File: config.mk
export PLATFORM = sky130hd
export DESIGN_NAME = dmce_device_flat
export DESIGN_NICKNAME = d
export VERILOG_FILES = /design/src/inc/dmce_pkg.sv /design/src/inc/dmce_if.sv /design/src/hdl/dmce_device.sv /design/src/flat_wrapper.sv
export VERILOG_INCLUDE_DIRS = /design/src /design/src/inc
export SDC_FILE = /design/constraint.sdc
export NUM_CORES = 1
export LEC_CHECK = 0
export ABC_AREA = 1
export BUFFER_PORTS_ARGS = -buffer_cell sky130_fd_sc_hd__buf_2
export CORE_ASPECT_RATIO = 0.75
export CORE_UTILIZATION = 68
export DETAILED_ROUTE_END_ITERATION = 10
export GPL_TIMING_DRIVEN = 0
export PLACE_DENSITY = 0.94
export SLEW_MARGIN = 20
export SYNTH_ARGS = -nofsm -noshare
export SYNTH_HDL_FRONTEND = slang
export SYNTH_SLANG_ARGS = --single-unit
export TNS_END_PERCENT = 1
File: constraint.sdc
create_clock -name sys_clk -period 23.3 [get_ports sys_clk]
set_input_delay 1.165 -clock sys_clk [delete_from_list [all_inputs] [get_ports sys_clk]]
set_output_delay 1.165 -clock sys_clk [all_outputs]
set_load 0.05 [all_outputs]
File: src/inc/dmce_defs.svh
// constants for the misc command executor
`ifndef DMCE_DEFS_SVH
`define DMCE_DEFS_SVH
`define DMCE_OPC_SEEK_HI     4'h7
`define DMCE_OPC_FACT_HI     4'h8
`define DMCE_OPC_DIAG        8'h90
`define DMCE_OPC_GEOM        8'h91
`define DMCE_OPC_UCODE       8'h92
`define DMCE_OPC_FACT_9A     8'h9a
`define DMCE_OPC_FACT_F0     8'hf0
`define DMCE_OPC_FACT_F7     8'hf7
`define DMCE_UCODE_SAVE      8'h07
`define DMCE_SECTOR_BYTES    512
`define DMCE_WORDS_PER_SEC   16'h0100
`define DMCE_ERR_IDNF        8'h10
`define DMCE_ERR_ABRT        8'h04
`define DMCE_DIAG_PASS       8'h01
`define DMCE_DIAG_FAIL_ROM   8'h02
`define DMCE_DIAG_FAIL_RAM   8'h03
`define DMCE_DIAG_FAIL_REG   8'h04
`define DMCE_DIAG_SLAVE_BAD  8'h80
`define DMCE_SEEK_CYCLES     16
`define DMCE_DIAG_CYCLES     8
`define DMCE_PHYS_HEADS      4'hf
`define DMCE_PHYS_SPT        8'h3f
`define DMCE_TOTAL_LBA       28'h0ffffff
`define DMCE_DEF_HEADS_M1    4'hf
`define DMCE_DEF_SPT         8'h3f
`endif

File: src/inc/dmce_pkg.sv
// types of the misc command executor
package dmce_pkg;
	typedef enum logic [2:0] {
		DEV_IDLE,
		DEV_SEEK,
		DEV_DIAG,
		DEV_XFER,
		DEV_DONE
	} dmce_dev_state_t;
	typedef enum logic [1:0] {
		HST_IDLE,
		HST_WAIT,
		HST_XFER
	} dmce_hst_state_t;
endpackage
File: src/inc/dmce_if.sv
// task-file link between host controller and drive
`timescale 1ns/100ps
`default_nettype none
interface dmce_if;
	logic        cmdStrobe;
	logic [7:0]  cmdCode;
	logic [7:0]  featuresReg;
	logic [7:0]  sectorCountReg;
	logic [7:0]  sectorNumberReg;
	logic [15:0] cylinderReg;
	logic [3:0]  headReg;
	logic        driveSelectField;
	logic        lbaMode;
	logic        dataValid;
	logic [15:0] dataWord;
	logic        busy;
	logic        dataReq;
	logic        seekComplete;
	logic        errFlag;
	logic [7:0]  errorReg;
	logic        hostIrq;
	modport device (
		input  cmdStrobe, cmdCode, featuresReg, sectorCountReg, sectorNumberReg,
		input  cylinderReg, headReg, driveSelectField, lbaMode, dataValid, dataWord,
		output busy, dataReq, seekComplete, errFlag, errorReg, hostIrq
	);
	modport host (
		output cmdStrobe, cmdCode, featuresReg, sectorCountReg, sectorNumberReg,
		output cylinderReg, headReg, driveSelectField, lbaMode, dataValid, dataWord,
		input  busy, dataReq, seekComplete, errFlag, errorReg, hostIrq
	);
endinterface
`default_nettype wire

File: src/hdl/dmce_device.sv
// drive end: seek, diagnostics, geometry and microcode-load interpreter
`timescale 1ns/100ps
`default_nettype none
`include "dmce_defs.svh"
module dmce_device #(
	parameter int SEEK_CYCLES = `DMCE_SEEK_CYCLES,
	parameter int DIAG_CYCLES = `DMCE_DIAG_CYCLES
) (
	// clock and reset
	input  wire logic sys_clk,
	input  wire logic rstn,
	input  wire logic clkEn,
	// task-file link
	dmce_if.device    tf,
	// self-test results and drive identity
	input  wire logic romOk,
	input  wire logic ramOk,
	input  wire logic regOk,
	input  wire logic isFirstDrive,
	input  wire logic slavePresent,
	input  wire logic slaveDiagOk,
	// geometry readback for identify, microcode result
	output logic [3:0] logHeadsM1,
	output logic [7:0] logSpt,
	output logic       ucodeSaved
);
	// the 16-bit timer cannot count beyond these limits
	if (SEEK_CYCLES < 1 || SEEK_CYCLES > 65535 || DIAG_CYCLES < 1 || DIAG_CYCLES > 65535)
	begin : g_bad_counts
		$error("dmce_device: cycle counts out of range");
	end

	dmce_pkg::dmce_dev_state_t stateFf, nxtState;
	logic [15:0] timerFf, nxtTimer;
	logic [23:0] wordsFf, nxtWords;
	logic        busyFf, nxtBusy, drqFf, nxtDrq, dscFf, nxtDsc, errFf, nxtErr, irqFf, nxtIrq;
	logic [7:0]  errRegFf, nxtErrReg;
	logic [3:0]  headsFf, nxtHeads;
	logic [7:0]  sptFf, nxtSpt;
	logic        savedFf, nxtSaved;

	// chs check and translation against configured geometry
	logic        chsBad;
	logic [27:0] chsLba;
	logic [15:0] ucodeSecs;
	logic [7:0]  diagRes;
	always_comb begin
		chsLba = 28'((({12'h000, tf.cylinderReg} * (28'(headsFf) + 28'h0000001)
			+ 28'(tf.headReg)) * 28'(sptFf)) + 28'(tf.sectorNumberReg) - 28'h0000001);
		chsBad = (tf.headReg > headsFf) || (tf.sectorNumberReg == 8'h00)
			|| (tf.sectorNumberReg > sptFf);
		if (!chsBad && (chsLba > `DMCE_TOTAL_LBA))
			chsBad = 1'b1;
		if (tf.lbaMode)
			chsBad = 1'b0;
		ucodeSecs = {tf.sectorNumberReg, tf.sectorCountReg};
		diagRes = !romOk ? `DMCE_DIAG_FAIL_ROM : !ramOk ? `DMCE_DIAG_FAIL_RAM
			: !regOk ? `DMCE_DIAG_FAIL_REG : `DMCE_DIAG_PASS;
		// first drive folds in the second drive's verdict
		if (isFirstDrive && slavePresent && !slaveDiagOk)
			diagRes = diagRes | `DMCE_DIAG_SLAVE_BAD;
	end

	always_comb begin
		nxtState = stateFf;
		nxtTimer = timerFf;
		nxtWords = wordsFf;
		nxtBusy = busyFf;
		nxtDrq = drqFf;
		nxtDsc = dscFf;
		nxtErr = errFf;
		nxtIrq = 1'b0;
		nxtErrReg = errRegFf;
		nxtHeads = headsFf;
		nxtSpt = sptFf;
		nxtSaved = savedFf;
		case (stateFf)
			dmce_pkg::DEV_IDLE:
			begin
				if (tf.cmdStrobe)
				begin
					nxtErr = 1'b0;
					nxtErrReg = 8'h00;
					if (tf.cmdCode[7:4] == `DMCE_OPC_SEEK_HI)
					begin
						if (chsBad)
						begin
							nxtErr = 1'b1;
							nxtErrReg = `DMCE_ERR_IDNF;
							nxtIrq = 1'b1;
						end
						else
						begin
							// task file only read, never written back
							nxtBusy = 1'b1;
							nxtDsc = 1'b0;
							nxtTimer = 16'(SEEK_CYCLES);
							nxtState = dmce_pkg::DEV_SEEK;
						end
					end
					else if (tf.cmdCode == `DMCE_OPC_DIAG)
					begin
						nxtBusy = 1'b1;
						nxtTimer = 16'(DIAG_CYCLES);
						nxtState = dmce_pkg::DEV_DIAG;
					end
					else if (tf.cmdCode == `DMCE_OPC_GEOM)
					begin
						// cylinder register deliberately unused here
						if (tf.sectorCountReg == 8'h00 || tf.headReg > `DMCE_PHYS_HEADS
							|| tf.sectorNumberReg > `DMCE_PHYS_SPT)
						begin
							nxtErr = 1'b1;
							nxtErrReg = `DMCE_ERR_ABRT;
						end
						else
						begin
							nxtHeads = tf.headReg;
							nxtSpt = tf.sectorNumberReg;
						end
						nxtIrq = 1'b1;
					end
					else if (tf.cmdCode == `DMCE_OPC_UCODE)
					begin
						if (tf.featuresReg != `DMCE_UCODE_SAVE)
						begin
							nxtErr = 1'b1;
							nxtErrReg = `DMCE_ERR_ABRT;
							nxtIrq = 1'b1;
						end
						else if (ucodeSecs == 16'h0000)
						begin
							nxtSaved = 1'b1;
							nxtIrq = 1'b1;
						end
						else
						begin
							nxtWords = 24'(ucodeSecs) * 24'(`DMCE_WORDS_PER_SEC);
							nxtDrq = 1'b1;
							nxtState = dmce_pkg::DEV_XFER;
						end
					end
					else
					begin
						// factory and unknown opcodes are refused
						// data commands position on their own, never after a seek here
						nxtErr = 1'b1;
						nxtErrReg = `DMCE_ERR_ABRT;
						nxtIrq = 1'b1;
					end
				end
			end
			dmce_pkg::DEV_SEEK, dmce_pkg::DEV_DIAG:
			begin
				if (timerFf <= 16'h0001)
				begin
					nxtBusy = 1'b0;
					nxtIrq = 1'b1;
					if (stateFf == dmce_pkg::DEV_SEEK)
						nxtDsc = 1'b1;
					else
					begin
						nxtErrReg = diagRes;
						nxtDsc = 1'b1;
					end
					nxtState = dmce_pkg::DEV_IDLE;
				end
				else
					nxtTimer = timerFf - 16'h0001;
			end
			dmce_pkg::DEV_XFER:
			begin
				if (tf.dataValid)
				begin
					nxtWords = wordsFf - 24'h000001;
					if (wordsFf == 24'h000001)
					begin
						nxtDrq = 1'b0;
						nxtSaved = 1'b1;
						nxtIrq = 1'b1;
						nxtState = dmce_pkg::DEV_IDLE;
					end
				end
			end
			default:
				nxtState = dmce_pkg::DEV_IDLE;
		endcase
	end

	always_ff @(posedge sys_clk or negedge rstn)
	begin
		if (!rstn)
		begin
			stateFf <= dmce_pkg::DEV_IDLE;
			timerFf <= 16'h0000;
			wordsFf <= 24'h000000;
			busyFf <= 1'b0;
			drqFf <= 1'b0;
			dscFf <= 1'b1;
			errFf <= 1'b0;
			irqFf <= 1'b0;
			errRegFf <= 8'h00;
			headsFf <= `DMCE_DEF_HEADS_M1;
			sptFf <= `DMCE_DEF_SPT;
			savedFf <= 1'b0;
		end
		else if (clkEn)
		begin
			stateFf <= nxtState;
			timerFf <= nxtTimer;
			wordsFf <= nxtWords;
			busyFf <= nxtBusy;
			drqFf <= nxtDrq;
			dscFf <= nxtDsc;
			errFf <= nxtErr;
			irqFf <= nxtIrq;
			errRegFf <= nxtErrReg;
			headsFf <= nxtHeads;
			sptFf <= nxtSpt;
			savedFf <= nxtSaved;
		end
	end

	assign tf.busy = busyFf;
	assign tf.dataReq = drqFf;
	assign tf.seekComplete = dscFf;
	assign tf.errFlag = errFf;
	assign tf.errorReg = errRegFf;
	assign tf.hostIrq = irqFf;
	assign logHeadsM1 = headsFf;
	assign logSpt = sptFf;
	assign ucodeSaved = savedFf;
endmodule // dmce_device
`default_nettype wire

File: src/flat_wrapper.sv
// flat-port wrapper written by rule: the top's interface ports become plain ports
module dmce_device_flat 
#(
	parameter int SEEK_CYCLES = `DMCE_SEEK_CYCLES,
	parameter int DIAG_CYCLES = `DMCE_DIAG_CYCLES
)
  (sys_clk, rstn, clkEn, romOk, ramOk, regOk, isFirstDrive, slavePresent, slaveDiagOk, logHeadsM1, logSpt, ucodeSaved, tf_cmdStrobe, tf_cmdCode, tf_featuresReg, tf_sectorCountReg, tf_sectorNumberReg, tf_cylinderReg, tf_headReg, tf_driveSelectField, tf_lbaMode, tf_dataValid, tf_dataWord, tf_busy, tf_dataReq, tf_seekComplete, tf_errFlag, tf_errorReg, tf_hostIrq);
  dmce_if tf_i ();
  input  wire logic sys_clk;
  input  wire logic rstn;
  input  wire logic clkEn;
  input  wire logic romOk;
  input  wire logic ramOk;
  input  wire logic regOk;
  input  wire logic isFirstDrive;
  input  wire logic slavePresent;
  input  wire logic slaveDiagOk;
  output logic [3:0] logHeadsM1;
  output logic [7:0] logSpt;
  output logic ucodeSaved;
  input wire logic [$bits(tf_i.cmdStrobe)-1:0] tf_cmdStrobe;
  input wire logic [$bits(tf_i.cmdCode)-1:0] tf_cmdCode;
  input wire logic [$bits(tf_i.featuresReg)-1:0] tf_featuresReg;
  input wire logic [$bits(tf_i.sectorCountReg)-1:0] tf_sectorCountReg;
  input wire logic [$bits(tf_i.sectorNumberReg)-1:0] tf_sectorNumberReg;
  input wire logic [$bits(tf_i.cylinderReg)-1:0] tf_cylinderReg;
  input wire logic [$bits(tf_i.headReg)-1:0] tf_headReg;
  input wire logic [$bits(tf_i.driveSelectField)-1:0] tf_driveSelectField;
  input wire logic [$bits(tf_i.lbaMode)-1:0] tf_lbaMode;
  input wire logic [$bits(tf_i.dataValid)-1:0] tf_dataValid;
  input wire logic [$bits(tf_i.dataWord)-1:0] tf_dataWord;
  output wire logic [$bits(tf_i.busy)-1:0] tf_busy;
  output wire logic [$bits(tf_i.dataReq)-1:0] tf_dataReq;
  output wire logic [$bits(tf_i.seekComplete)-1:0] tf_seekComplete;
  output wire logic [$bits(tf_i.errFlag)-1:0] tf_errFlag;
  output wire logic [$bits(tf_i.errorReg)-1:0] tf_errorReg;
  output wire logic [$bits(tf_i.hostIrq)-1:0] tf_hostIrq;
  assign tf_i.cmdStrobe = tf_cmdStrobe;
  assign tf_i.cmdCode = tf_cmdCode;
  assign tf_i.featuresReg = tf_featuresReg;
  assign tf_i.sectorCountReg = tf_sectorCountReg;
  assign tf_i.sectorNumberReg = tf_sectorNumberReg;
  assign tf_i.cylinderReg = tf_cylinderReg;
  assign tf_i.headReg = tf_headReg;
  assign tf_i.driveSelectField = tf_driveSelectField;
  assign tf_i.lbaMode = tf_lbaMode;
  assign tf_i.dataValid = tf_dataValid;
  assign tf_i.dataWord = tf_dataWord;
  assign tf_busy = tf_i.busy;
  assign tf_dataReq = tf_i.dataReq;
  assign tf_seekComplete = tf_i.seekComplete;
  assign tf_errFlag = tf_i.errFlag;
  assign tf_errorReg = tf_i.errorReg;
  assign tf_hostIrq = tf_i.hostIrq;
  dmce_device #(.SEEK_CYCLES(SEEK_CYCLES), .DIAG_CYCLES(DIAG_CYCLES)) u_core (.sys_clk(sys_clk), .rstn(rstn), .clkEn(clkEn), .tf(tf_i), .romOk(romOk), .ramOk(ramOk), .regOk(regOk), .isFirstDrive(isFirstDrive), .slavePresent(slavePresent), .slaveDiagOk(slaveDiagOk), .logHeadsM1(logHeadsM1), .logSpt(logSpt), .ucodeSaved(ucodeSaved));
endmodule
Word level (Yosys, flattened, before mapping)
Index checks and enable logic that the tools add are counted.
{"block": "word_totals", "word_cells": 178, "reg_bits": 69, "out_inout_bits": 26}
{"block": "op_classes", "n_addsub": 6, "magnitude_cmp": 6, "bitwise_logic": 3, "n_mul": 2, "n_eq_ne": 30, "muxes": 93, "n_reduce_logical": 26}
{"operator": "$mux 24", "count": 8}
{"operator": "$mux 16", "count": 5}
{"operator": "$mux 8", "count": 9}
{"operator": "$pmux 24 s2", "count": 1}
{"operator": "$mux 1", "count": 46}
{"operator": "$mux 3", "count": 15}
{"operator": "$pmux 16 s2", "count": 1}
{"operator": "$add 28x4->28", "count": 1}
{"operator": "$add 28x8->28", "count": 1}
{"operator": "$gt 28x24->1 const B", "count": 1}
{"operator": "$mul 16x28->28", "count": 1}
{"operator": "$mul 28x8->28", "count": 1}
{"operator": "$sub 28x1->28 const B", "count": 1}
{"operator": "$eq 24x1->1 const B", "count": 1}
{"operator": "$eq 8x8->1 const B", "count": 3}
{"operator": "$sub 24x1->24 const B", "count": 1}
{"operator": "$reduce_and 11->1", "count": 2}
{"operator": "$ne 2x2->1 const B", "count": 10}
{"operator": "$reduce_and 10->1", "count": 2}
{"operator": "$reduce_and 6->1", "count": 3}
{"operator": "$le 16x1->1 const B", "count": 1}
{"operator": "$logic_not 16->1", "count": 1}
{"operator": "$logic_not 8->1", "count": 2}
{"operator": "$pmux 8 s2", "count": 1}
{"operator": "other kinds (29)", "count": 48}

Depth between registers and ports, before layout
Gate-level depths: netlist of run 1.
{"block": "depth", "word_depth": 14, "ltp_mapped": 51, "depth_no_buf": 48}

Worst setup path before layout of run 1
Ideal clock, no wire load.
{"block": "synth_timing", "path_kind": "register to register", "from": "reg u_core.headsFf[0] (netlist: u_core.logHeadsM1[0])", "to": "reg u_core.timerFf[3]", "arrival_time_ns": 9.201, "n_path_buf": 3, "stages_incl_launch_ff": 47, "slack_ns": 13.978, "required_time_ns": 23.179, "setup_time_ns": 0.121, "period_less_slack_ns": 9.322, "path_cell_list": "dfstp_2 -> clkbuf_1 -> nand3_1 -> xor2_1 -> inv_1 -> clkbuf_1 -> nor2_1 -> fa_1 -> inv_1 -> fa_1 -> fa_1 -> inv_1 -> ha_1 -> nand2_1 -> nor2_1 -> a21oi_1 -> inv_1 -> a21oi_2 -> [... 11 more ...] -> nand2_1 -> inv_1 -> o21ai_0 -> nand2_1 -> nand2_1 -> nand2_1 -> nand3b_1 -> nand2_1 -> nand3_1 -> nor2_1 -> nand2_1 -> nor2_1 -> nand3_2 -> nand3_2 -> nand3_4 -> buf_6 -> nand2_2 -> o21ai_2"}
{"block": "synth_via", "elab_chain_cells": 12, "word_cells_on_any_way": 16, "classes_between": "add/sub (4); mul (2); order compare (2); eq/ne (1); mux (2); reduce/logical (5)"}
{"element": "start: declaration", "line_no": "dmce_device.sv:38", "rtl": "logic [3:0] headsFf, nxtHeads;"}
{"element": "start signal: assignment", "line_no": "dmce_device.sv:203", "rtl": "headsFf <= `DMCE_DEF_HEADS_M1;"}
{"element": "start signal: assignment", "line_no": "dmce_device.sv:218", "rtl": "headsFf <= nxtHeads;"}
{"element": "$add 4x1->5", "line_no": "dmce_device.sv:48", "rtl": "chsLba = 28'((({12'h000, tf.cylinderReg} * (28'(headsFf) + 28'h0000001)"}
{"element": "$mul 16x28->28", "line_no": "dmce_device.sv:48"}
{"element": "$add 28x4->28", "line_no": "dmce_device.sv:49", "rtl": "+ 28'(tf.headReg)) * 28'(sptFf)) + 28'(tf.sectorNumberReg) - 28'h0000001);"}
{"element": "$mul 28x8->28", "line_no": "dmce_device.sv:49"}
{"element": "$add 28x8->28", "line_no": "dmce_device.sv:49"}
{"element": "$sub 28x1->28", "line_no": "dmce_device.sv:49"}
{"element": "$gt 28x24->1 (no source line)"}
{"element": "$logic_and 1x1->1", "line_no": "dmce_device.sv:52", "rtl": "if (!chsBad && (chsLba > `DMCE_TOTAL_LBA))"}
{"element": "$mux 1 *", "line_no": "dmce_device.sv:52"}
{"element": "$mux 1 *", "line_no": "dmce_device.sv:54", "rtl": "if (tf.lbaMode)"}
{"element": "$ne 3x3->1 (no source line) *"}
{"element": "$reduce_and 6->1 (no source line) *"}
{"element": "end signal: assignment", "line_no": "dmce_device.sv:210", "rtl": "timerFf <= nxtTimer;"}
{"element": "end: declaration", "line_no": "dmce_device.sv:34", "rtl": "logic [15:0] timerFf, nxtTimer;"}
Every way passes the cells marked *; elsewhere a longest branch is shown, timed or not.
A chain may end at the register's enable or synchronous reset.

Worst setup path in the final report of run 1
{"block": "layout_timing", "from": "reg u_core.headsFf[0] (netlist: u_core.logHeadsM1[0])", "to": "reg u_core.timerFf[9]"}
The elaborated chain is that of the path after synthesis.

==> results of run 1 <==
==> worst paths after layout <==
| check | from | endpoint | slack [ns] | cells after the start |
|---|---|---|---|---|
| hold reg to reg | u_core.tf.errorReg[0] | u_core.tf.errorReg[0] | 0.49 | 2 |
| setup reg to reg | u_core.logHeadsM1[0] | u_core.timerFf[9] | 12.34 | 46 |
| max in group asynchronous | rstn | u_core.logHeadsM1[0] | 22.09 | 2 |
| setup / recovery | u_core.logHeadsM1[0] | u_core.timerFf[9] | 12.34 | 46 |
| hold / removal | u_core.tf.errorReg[0] | u_core.tf.errorReg[0] | 0.49 | 2 |
| min in group asynchronous | rstn | u_core.timerFf[10] | 0.64 | 1 |
==> final cells by class <==
cell class | instances | area, µm² | share of cell area
clock inverter | 2 | 12.51 | 0.0008809
tap | 247 | 309.0 | 0.02176
multi-input combinational | 1269 | 9822 | 0.6915
buffer | 41 | 192.7 | 0.01357
inverter | 397 | 1490 | 0.1049
antenna | 1 | 2.502 | 0.0001762
sequential | 65 | 1640 | 0.1155
timing repair buffer | 87 | 460.4 | 0.03242
clock buffer | 14 | 274.0 | 0.01929
==> state kept, by name, indices dropped and copies added, names as in the netlist <==
register                cells
u_core.wordsFf             24
u_core.tf.errFlag           1
u_core.logHeadsM1           4
u_core.ucodeSaved           1
u_core.tf.seekComplete      1
u_core.tf.dataReq           1
u_core.tf.busy              1
u_core.stateFf              2
u_core.logSpt               8
u_core.timerFf             16
u_core.tf.hostIrq           1
u_core.tf.errorReg          5
==> report_power, final <==
part | switching [mW] | internal [mW]
registers | 0.0425 | 0.153
clock network | 0.0510 | 0.0806
logic | 0.379 | 0.214
total | 0.472 | 0.447
==> cells in the mapped netlist (all sizes together) (2+ instances only) <==
master	count	share of area
dfstp	11	0.022
clkinv	2	0.00057
inv	395	0.11
a21o	5	0.0029
mux2	7	0.0060
o21a	3	0.0017
clkbuf	29	0.0083
and3	3	0.0014
o21ai	64	0.029
o311ai	3	0.0020
ha	144	0.14
nor3	20	0.0076
xor2	19	0.013
a31oi	7	0.0033
nand3	59	0.026
nor2	202	0.059
xnor2	15	0.010
nand3b	4	0.0023
nand2	423	0.13
fa	177	0.27
o31ai	5	0.0029
dfrtp	54	0.10
nand4	15	0.0076
nor4	11	0.0052
or2	17	0.0081
a21oi	48	0.019
buf	12	0.0064
o21bai	5	0.0029
==> metal layers <==
metal  global-route usage  vias to the layer above  part of all wire
met5                    0                        -                 0
met4               0.1002                        0             0.029
met3               0.1159                      112              0.13
met2               0.5684                      741              0.44
met1               0.4717                     5701              0.40
li1                     -                     5582                 -
==> layout by cell type, fill, tap and decap left out, types with 5 or more instances in the layout <==
cell type    n
nand2_1    401
a21o_1       5
clkbuf_16    9
ha_1       144
dfstp_2     11
nor4_1      11
a21oi_1     47
or2_2       16
nand4_1     14
o21ai_0     47
nand3_1     52
dfrtp_1     54
nor3_1      20
inv_1      389
clkbuf_1    31
a31oi_1      7
o21ai_2     16
buf_2       89
fa_1       177
xor2_1      19
xnor2_1     15
o21bai_1     5
nor2_1     199
nand2_2     22
mux2_2       7
nand3_2      6
inv_2        6
o31ai_1      5
==> worst max-delay path, delay by kind of cell (launching register included) <==
family | cells | cell delay [ns]
flops | 1 | 0.56
compound gates | 6 | 0.93
fa+ha+maj | 10 | 4.68
buf+inv | 9 | 1.54
xor+xnor | 2 | 0.91
simple gates | 19 | 2.19
==> stage by stage <==
| step | std cells | util |
|---|---|---|
| floorplan | 1772 | - |
| global placement | 2105 | 0.7416 |
| detailed placement | 2106 | 0.7432 |
| CTS | 2122 | 0.7585 |
| global route | 2122 | 0.7585 |
| finish | 2123 | 0.7586 |
==> cell families after synthesis <==
family,after synthesis,share of synthesized area
DFF,65,0.1249
and+or+nand+nor,756,0.2432
adders and majority gates,321,0.4069
xor gates and xnor gates,34,0.02267
muxes,7,0.006000
other,1,0.0002854
AOI/OAI and AO/OA,148,0.06800
buffers and inverters,438,0.1281
==> flow_summary.toml, run 1 <==
[setup_path]
cpMostUsedCell = "nand2_1"
cp_max_fo = 10
max_stage_delay_ns = 0.67
worstSetupPathType = "flip-flop to flip-flop"
startpoint_type = "flip-flop"
worstPathArrival_ns = 11.19
crit_required_ns = 23.53
crit_slowest_cell = "xnor2_1"
end_kind = "flip-flop"

[global_routing]
grt_pass1_vias = 11890
antenna_found_initial = 1
track_usage = 0.3581
gr-total-overflow = 0
grt_pass1_wl_um = 55900
grt_max_degree = 58

[floorplan]
die_x_um = 162.5
initial_utilization = 0.7017
die_y_um = 122.4
dieArea_um2 = 19890
pin_count = 107
rows = 43
core_area_um2 = 18720

[place]
dp_hpwl_um = 28120
detailedPlace.worstSlack_ns = 12.49
placed_area_um2 = 13910
port_buffers = 86
gp_congestion = 0.9568

[power]
ir_drop_mv = 0.05436
p_leak_nw = 7.977
power_mw = 0.9196
powerDensity_nw_per_um2 = 64.75

[cts]
root_buffer = "clkbuf_16"
hold_buffers = 0
htreeDepth = 3
post-cts-setup-buffer-count = 0
cts_tree = "yes"
cts_resized = 0
clkLatencyLatePin_ns = 0.34
cts_made_buffers = 9
cts_num_sinks = 65
ctsLongestPathBuffers = 2
path_clk_slew_ns = 0.06

[route]
dr.pass1.iters = 6
wirelength_um = 34230
detail_route.wl_per_cell_um = 16.12
num_vias = 12140
drtIter0Drc = 1384
viasPerCell = 5.716
antenna_left = 0
drc = 0

[final_layout]
nets = 2272
fillerInstances = 1291
area_delta_synth_final_pct = 8.114
final_area_um2 = 14200
drive_above_1_share = 0.1072

[yosys]
synth_area_per_cell_um2 = 7.422
ys_ff_latch = 65
ys_async_sr_fraction = 1.000
yosysWarnings = 0
seq_area_frac_synth = 0.1249
synth_edf_count = 0
netlist_area_um2 = 13140
ys_types = 53
synthCells = 1770
synth_ff_type = "dfrtp_1"

[timing]
setup-tns-final_ns = 0
maxSlewViolCount = 0
hold_slack_ns = 0.4901
hold_violations = 0
setup-violations-final = 0
final.setup.worst_slack_ns = 12.34
worst_slew_pin_slew_ns = 0.9167
relSlewSlack = 0.3845
fin_crit_ns = 10.96
fmax_mhz = 91.28
clock_skew_ns = 0.005631
rsz0062_at_grt = "false"
finalCritPeriodShare = 0.4702

[hold_path]
hold_class = "flip-flop to flip-flop"

[run]
cap_violations = 0

[run_status]
status = "finished clean"
Power figures use the tool's default switching activity.
==> inputs of run 2 (changes only) <==
--- a/config.mk
+++ b/config.mk
@@ -6,13 +6,13 @@
 export SDC_FILE = /design/constraint.sdc
 export NUM_CORES = 1
 export LEC_CHECK = 0
-export ABC_AREA = 1
+export ABC_AREA = 0
 export BUFFER_PORTS_ARGS = -buffer_cell sky130_fd_sc_hd__buf_2
 export CORE_ASPECT_RATIO = 0.75
-export CORE_UTILIZATION = 68
+export CORE_UTILIZATION = 63
 export DETAILED_ROUTE_END_ITERATION = 10
 export GPL_TIMING_DRIVEN = 0
-export PLACE_DENSITY = 0.94
+export PLACE_DENSITY = 0.88
 export SLEW_MARGIN = 20
 export SYNTH_ARGS = -nofsm -noshare
 export SYNTH_HDL_FRONTEND = slang
==> constraint.sdc (replaced) <==
create_clock -name sys_clk -period 11.1 [get_ports sys_clk]
set_input_delay 0.555 -clock sys_clk [delete_from_list [all_inputs] [get_ports sys_clk]]
set_output_delay 0.555 -clock sys_clk [all_outputs]
set_load 0.05 [all_outputs]
==> flow_summary.toml, run 2 <==
[run_status]
status = "finished clean"

[floorplan]
die_x_um = 167.0
die_y_um = 125.8
rows = 44
dieArea_um2 = 21010
pin_count = 107
core_area_um2 = 19650
initial_utilization = 0.6547

[yosys]
seq_area_frac_synth = 0.1275
synth-simple-area-share = 0.2053
synthCells = 1503
synth_top_family_by_area = "adder cells"
synth_most_common_cell = "inv_1"
synth_xor_area_frac = 0.01799
synth-adder-area-share = 0.4154
ys_async_sr_fraction = 1.000
netlist.top_cell.by_area = "fa_1"
synth_compound_area_frac = 0.1245
yosys-top-cells-count = "inv_1, nand2_1, fa_1"
synthMuxAreaShare = 0.01322
synth_ff_type = "dfrtp_1"
ys_types = 77
synth_edf_count = 0
netlist_area_um2 = 12870
synth_area_per_cell_um2 = 8.561
ys_ff_latch = 65
synth.area.top_cells = "fa_1, ha_1, dfrtp_1, inv_1, nand2_1"
yosysWarnings = 0
synth_top_area_frac = 0.2754

[place]
placedCellCount = 1845
detailedPlace.worstSlack_ns = -0.6591
placed_area_um2 = 13650
gp_congestion = 0.9373
dp_hpwl_um = 26160
port_buffers = 86

[global_routing]
track_usage = 0.3225
grt_pass1_vias = 11260
antenna_found_initial = 0
grt_pass1_wl_um = 54590
grt_max_degree = 52
gr-total-overflow = 0

[setup_path]
cpMostUsedCell = "fa_1"
end_kind = "flip-flop"
crit_required_ns = 11.29
crit_family = "adder cells"
crit_slowest_cell = "dfstp_2"
startpoint_type = "flip-flop"
worstSetupPathType = "flip-flop to flip-flop"
worstPathArrival_ns = 10.95
cp_max_fo = 10
r2r_slack_ns = 0.34
cp_num_buf_inv = 5
max_stage_delay_ns = 0.63

[cts]
cts_num_sinks = 65
cts_made_buffers = 9
ctsLongestPathBuffers = 2
root_buffer = "clkbuf_16"
clkLatencyLatePin_ns = 0.33
cts_tree = "yes"
htreeDepth = 3
path_clk_slew_ns = 0.06

[timing]
setup-tns-final_ns = 0
clock_skew_ns = 0.007256
setup-violations-final = 0
maxSlewViolCount = 0
final.setup.worst_slack_ns = 0.3387
hold_violations = 0
finalCritPeriodShare = 0.9695
fin_crit_ns = 10.76
worst_slew_pin_slew_ns = 1.020
fmax_mhz = 92.93
relSlewSlack = 0.3154

[power]
ir_drop_mv = 0.1355
powerDensity_nw_per_um2 = 79.76
p_leak_nw = 6.899
power_mw = 1.131

[final_layout]
mostFrequentLayoutCells = "inv_1, nand2_1, fa_1, ha_1, buf_2"
drive_above_1_share = 0.1101
layout.cells.non_filler = 1870
nets = 2013
largest_register_ffs = 24
area_delta_synth_final_pct = 10.24
regMostFlops = "u_core.wordsFf"
final_common_cell = "inv_1"
final_area_um2 = 14180

[route]
wirelength_um = 32720
viasPerCell = 5.967
drc = 0
detail_route.wl_per_cell_um = 17.50
dr.pass1.iters = 6
antenna_left = 0
drtIter0Drc = 1023
num_vias = 11160

[hold_path]
hold_class = "input pin to asynchronous set/reset pin"

[run]
cap_violations = 0
-- run 2: changes by cell type after synthesis, sizes merged, moves of 15 or more --
| cell | delta |
|---|---|
| nor3b | +15 |
| inv | -126 |
| nand3 | -16 |
| nand2 | -227 |
| nand2b | +18 |
| and2 | +76 |
| nor2b | +36 |
| nor2 | -151 |
| o22ai | +16 |
| o211ai | +27 |
-- run 2: layer usage --
layer  vias to the layer above  global-route usage  routed length [µm]
met5                         -                   0                   0
met4                         0             0.06917                 503
met3                        57             0.06600                3272
met2                       568              0.5154               14980
met1                      5410              0.4553               13960
li1                       5124                   -                   -
-- run 2: what timing repair did --
action / in CTS / in global routing
resized for setup: 11 / 23
pin swaps: 0 / 8
cloned: 0 / 0
hold endpoints to repair: 0 / 0
hold buffers: 0 / 0
setup buffers: 0 / 8
endpoints found under the setup margin: 21 / 23
-- run 2: worst paths after layout --
check | startpoint | to | depth (start not counted)
max | u_core.logHeadsM1[2] | u_core.timerFf[7] | 38
min | rstn | u_core.timerFf[12] | 1
max reg2reg | u_core.logHeadsM1[2] | u_core.timerFf[7] | 38
min reg2reg | u_core.ucodeSaved | u_core.ucodeSaved | 1
max in group asynchronous | rstn | u_core.logSpt[3] | 2
min in group sys_clk | u_core.ucodeSaved | u_core.ucodeSaved | 1
-- run 2: area by class of cell --
| class | instances | area (µm²) |
|---|---|---|
| Clock buffer | 10 | 239.0 |
| Sequential cell | 65 | 1640 |
| Tap cell | 253 | 316.6 |
| Clock inverter | 6 | 66.31 |
| Buffer | 52 | 241.5 |
| Antenna cell | 1 | 2.502 |
| Inverter | 269 | 1010 |
| Timing Repair Buffer | 95 | 520.5 |
| Multi-Input combinational cell | 1119 | 10150 |
| Fill cell | 1389 | 5469 |
-- run 2: power breakdown --
group / total (mW) / switching, mW / leakage, nW / internal [mW]
combinational: 0.499 / 0.314 / 5.98 / 0.185
clock: 0.289 / 0.108 / 0.141 / 0.180
sequential: 0.344 / 0.0527 / 0.774 / 0.292
-- run 2: logic make-up after synthesis --
kind of cell               after synthesis
AOI/OAI and AO/OA                      237
xor gates and xnor gates                24
adders and majority gates              321
buffers and inverters                  321
DFF                                     65
muxes                                   16
other                                    1
and+or+nand+nor                        518
-- run 2: worst register-to-register path, delay by kind of cell (launching register included) --
family	cells	cell delay, ns
buffers and inverters	5	0.64
adder cells (fa/ha/maj)	10	4.49
AO/OA/AOI/OAI	9	1.92
flip-flops	1	0.63
multiplexers	1	0.25
XOR/XNOR	3	0.62
AND/OR/NAND/NOR	10	2.08
-- run 2: per-stage QoR --
| stage | utilization | hold WS, ns |
|---|---|---|
| 2_1_floorplan | - | 0.2594 |
| 3_3_place_gp | 0.6931 | 0.4524 |
| 3_5_place_dp | 0.6946 | 0.4289 |
| 4_1_cts | 0.7133 | 0.07674 |
| 5_1_grt | 0.7216 | 0.08847 |
| 6_report | 0.7217 | 0.07751 |
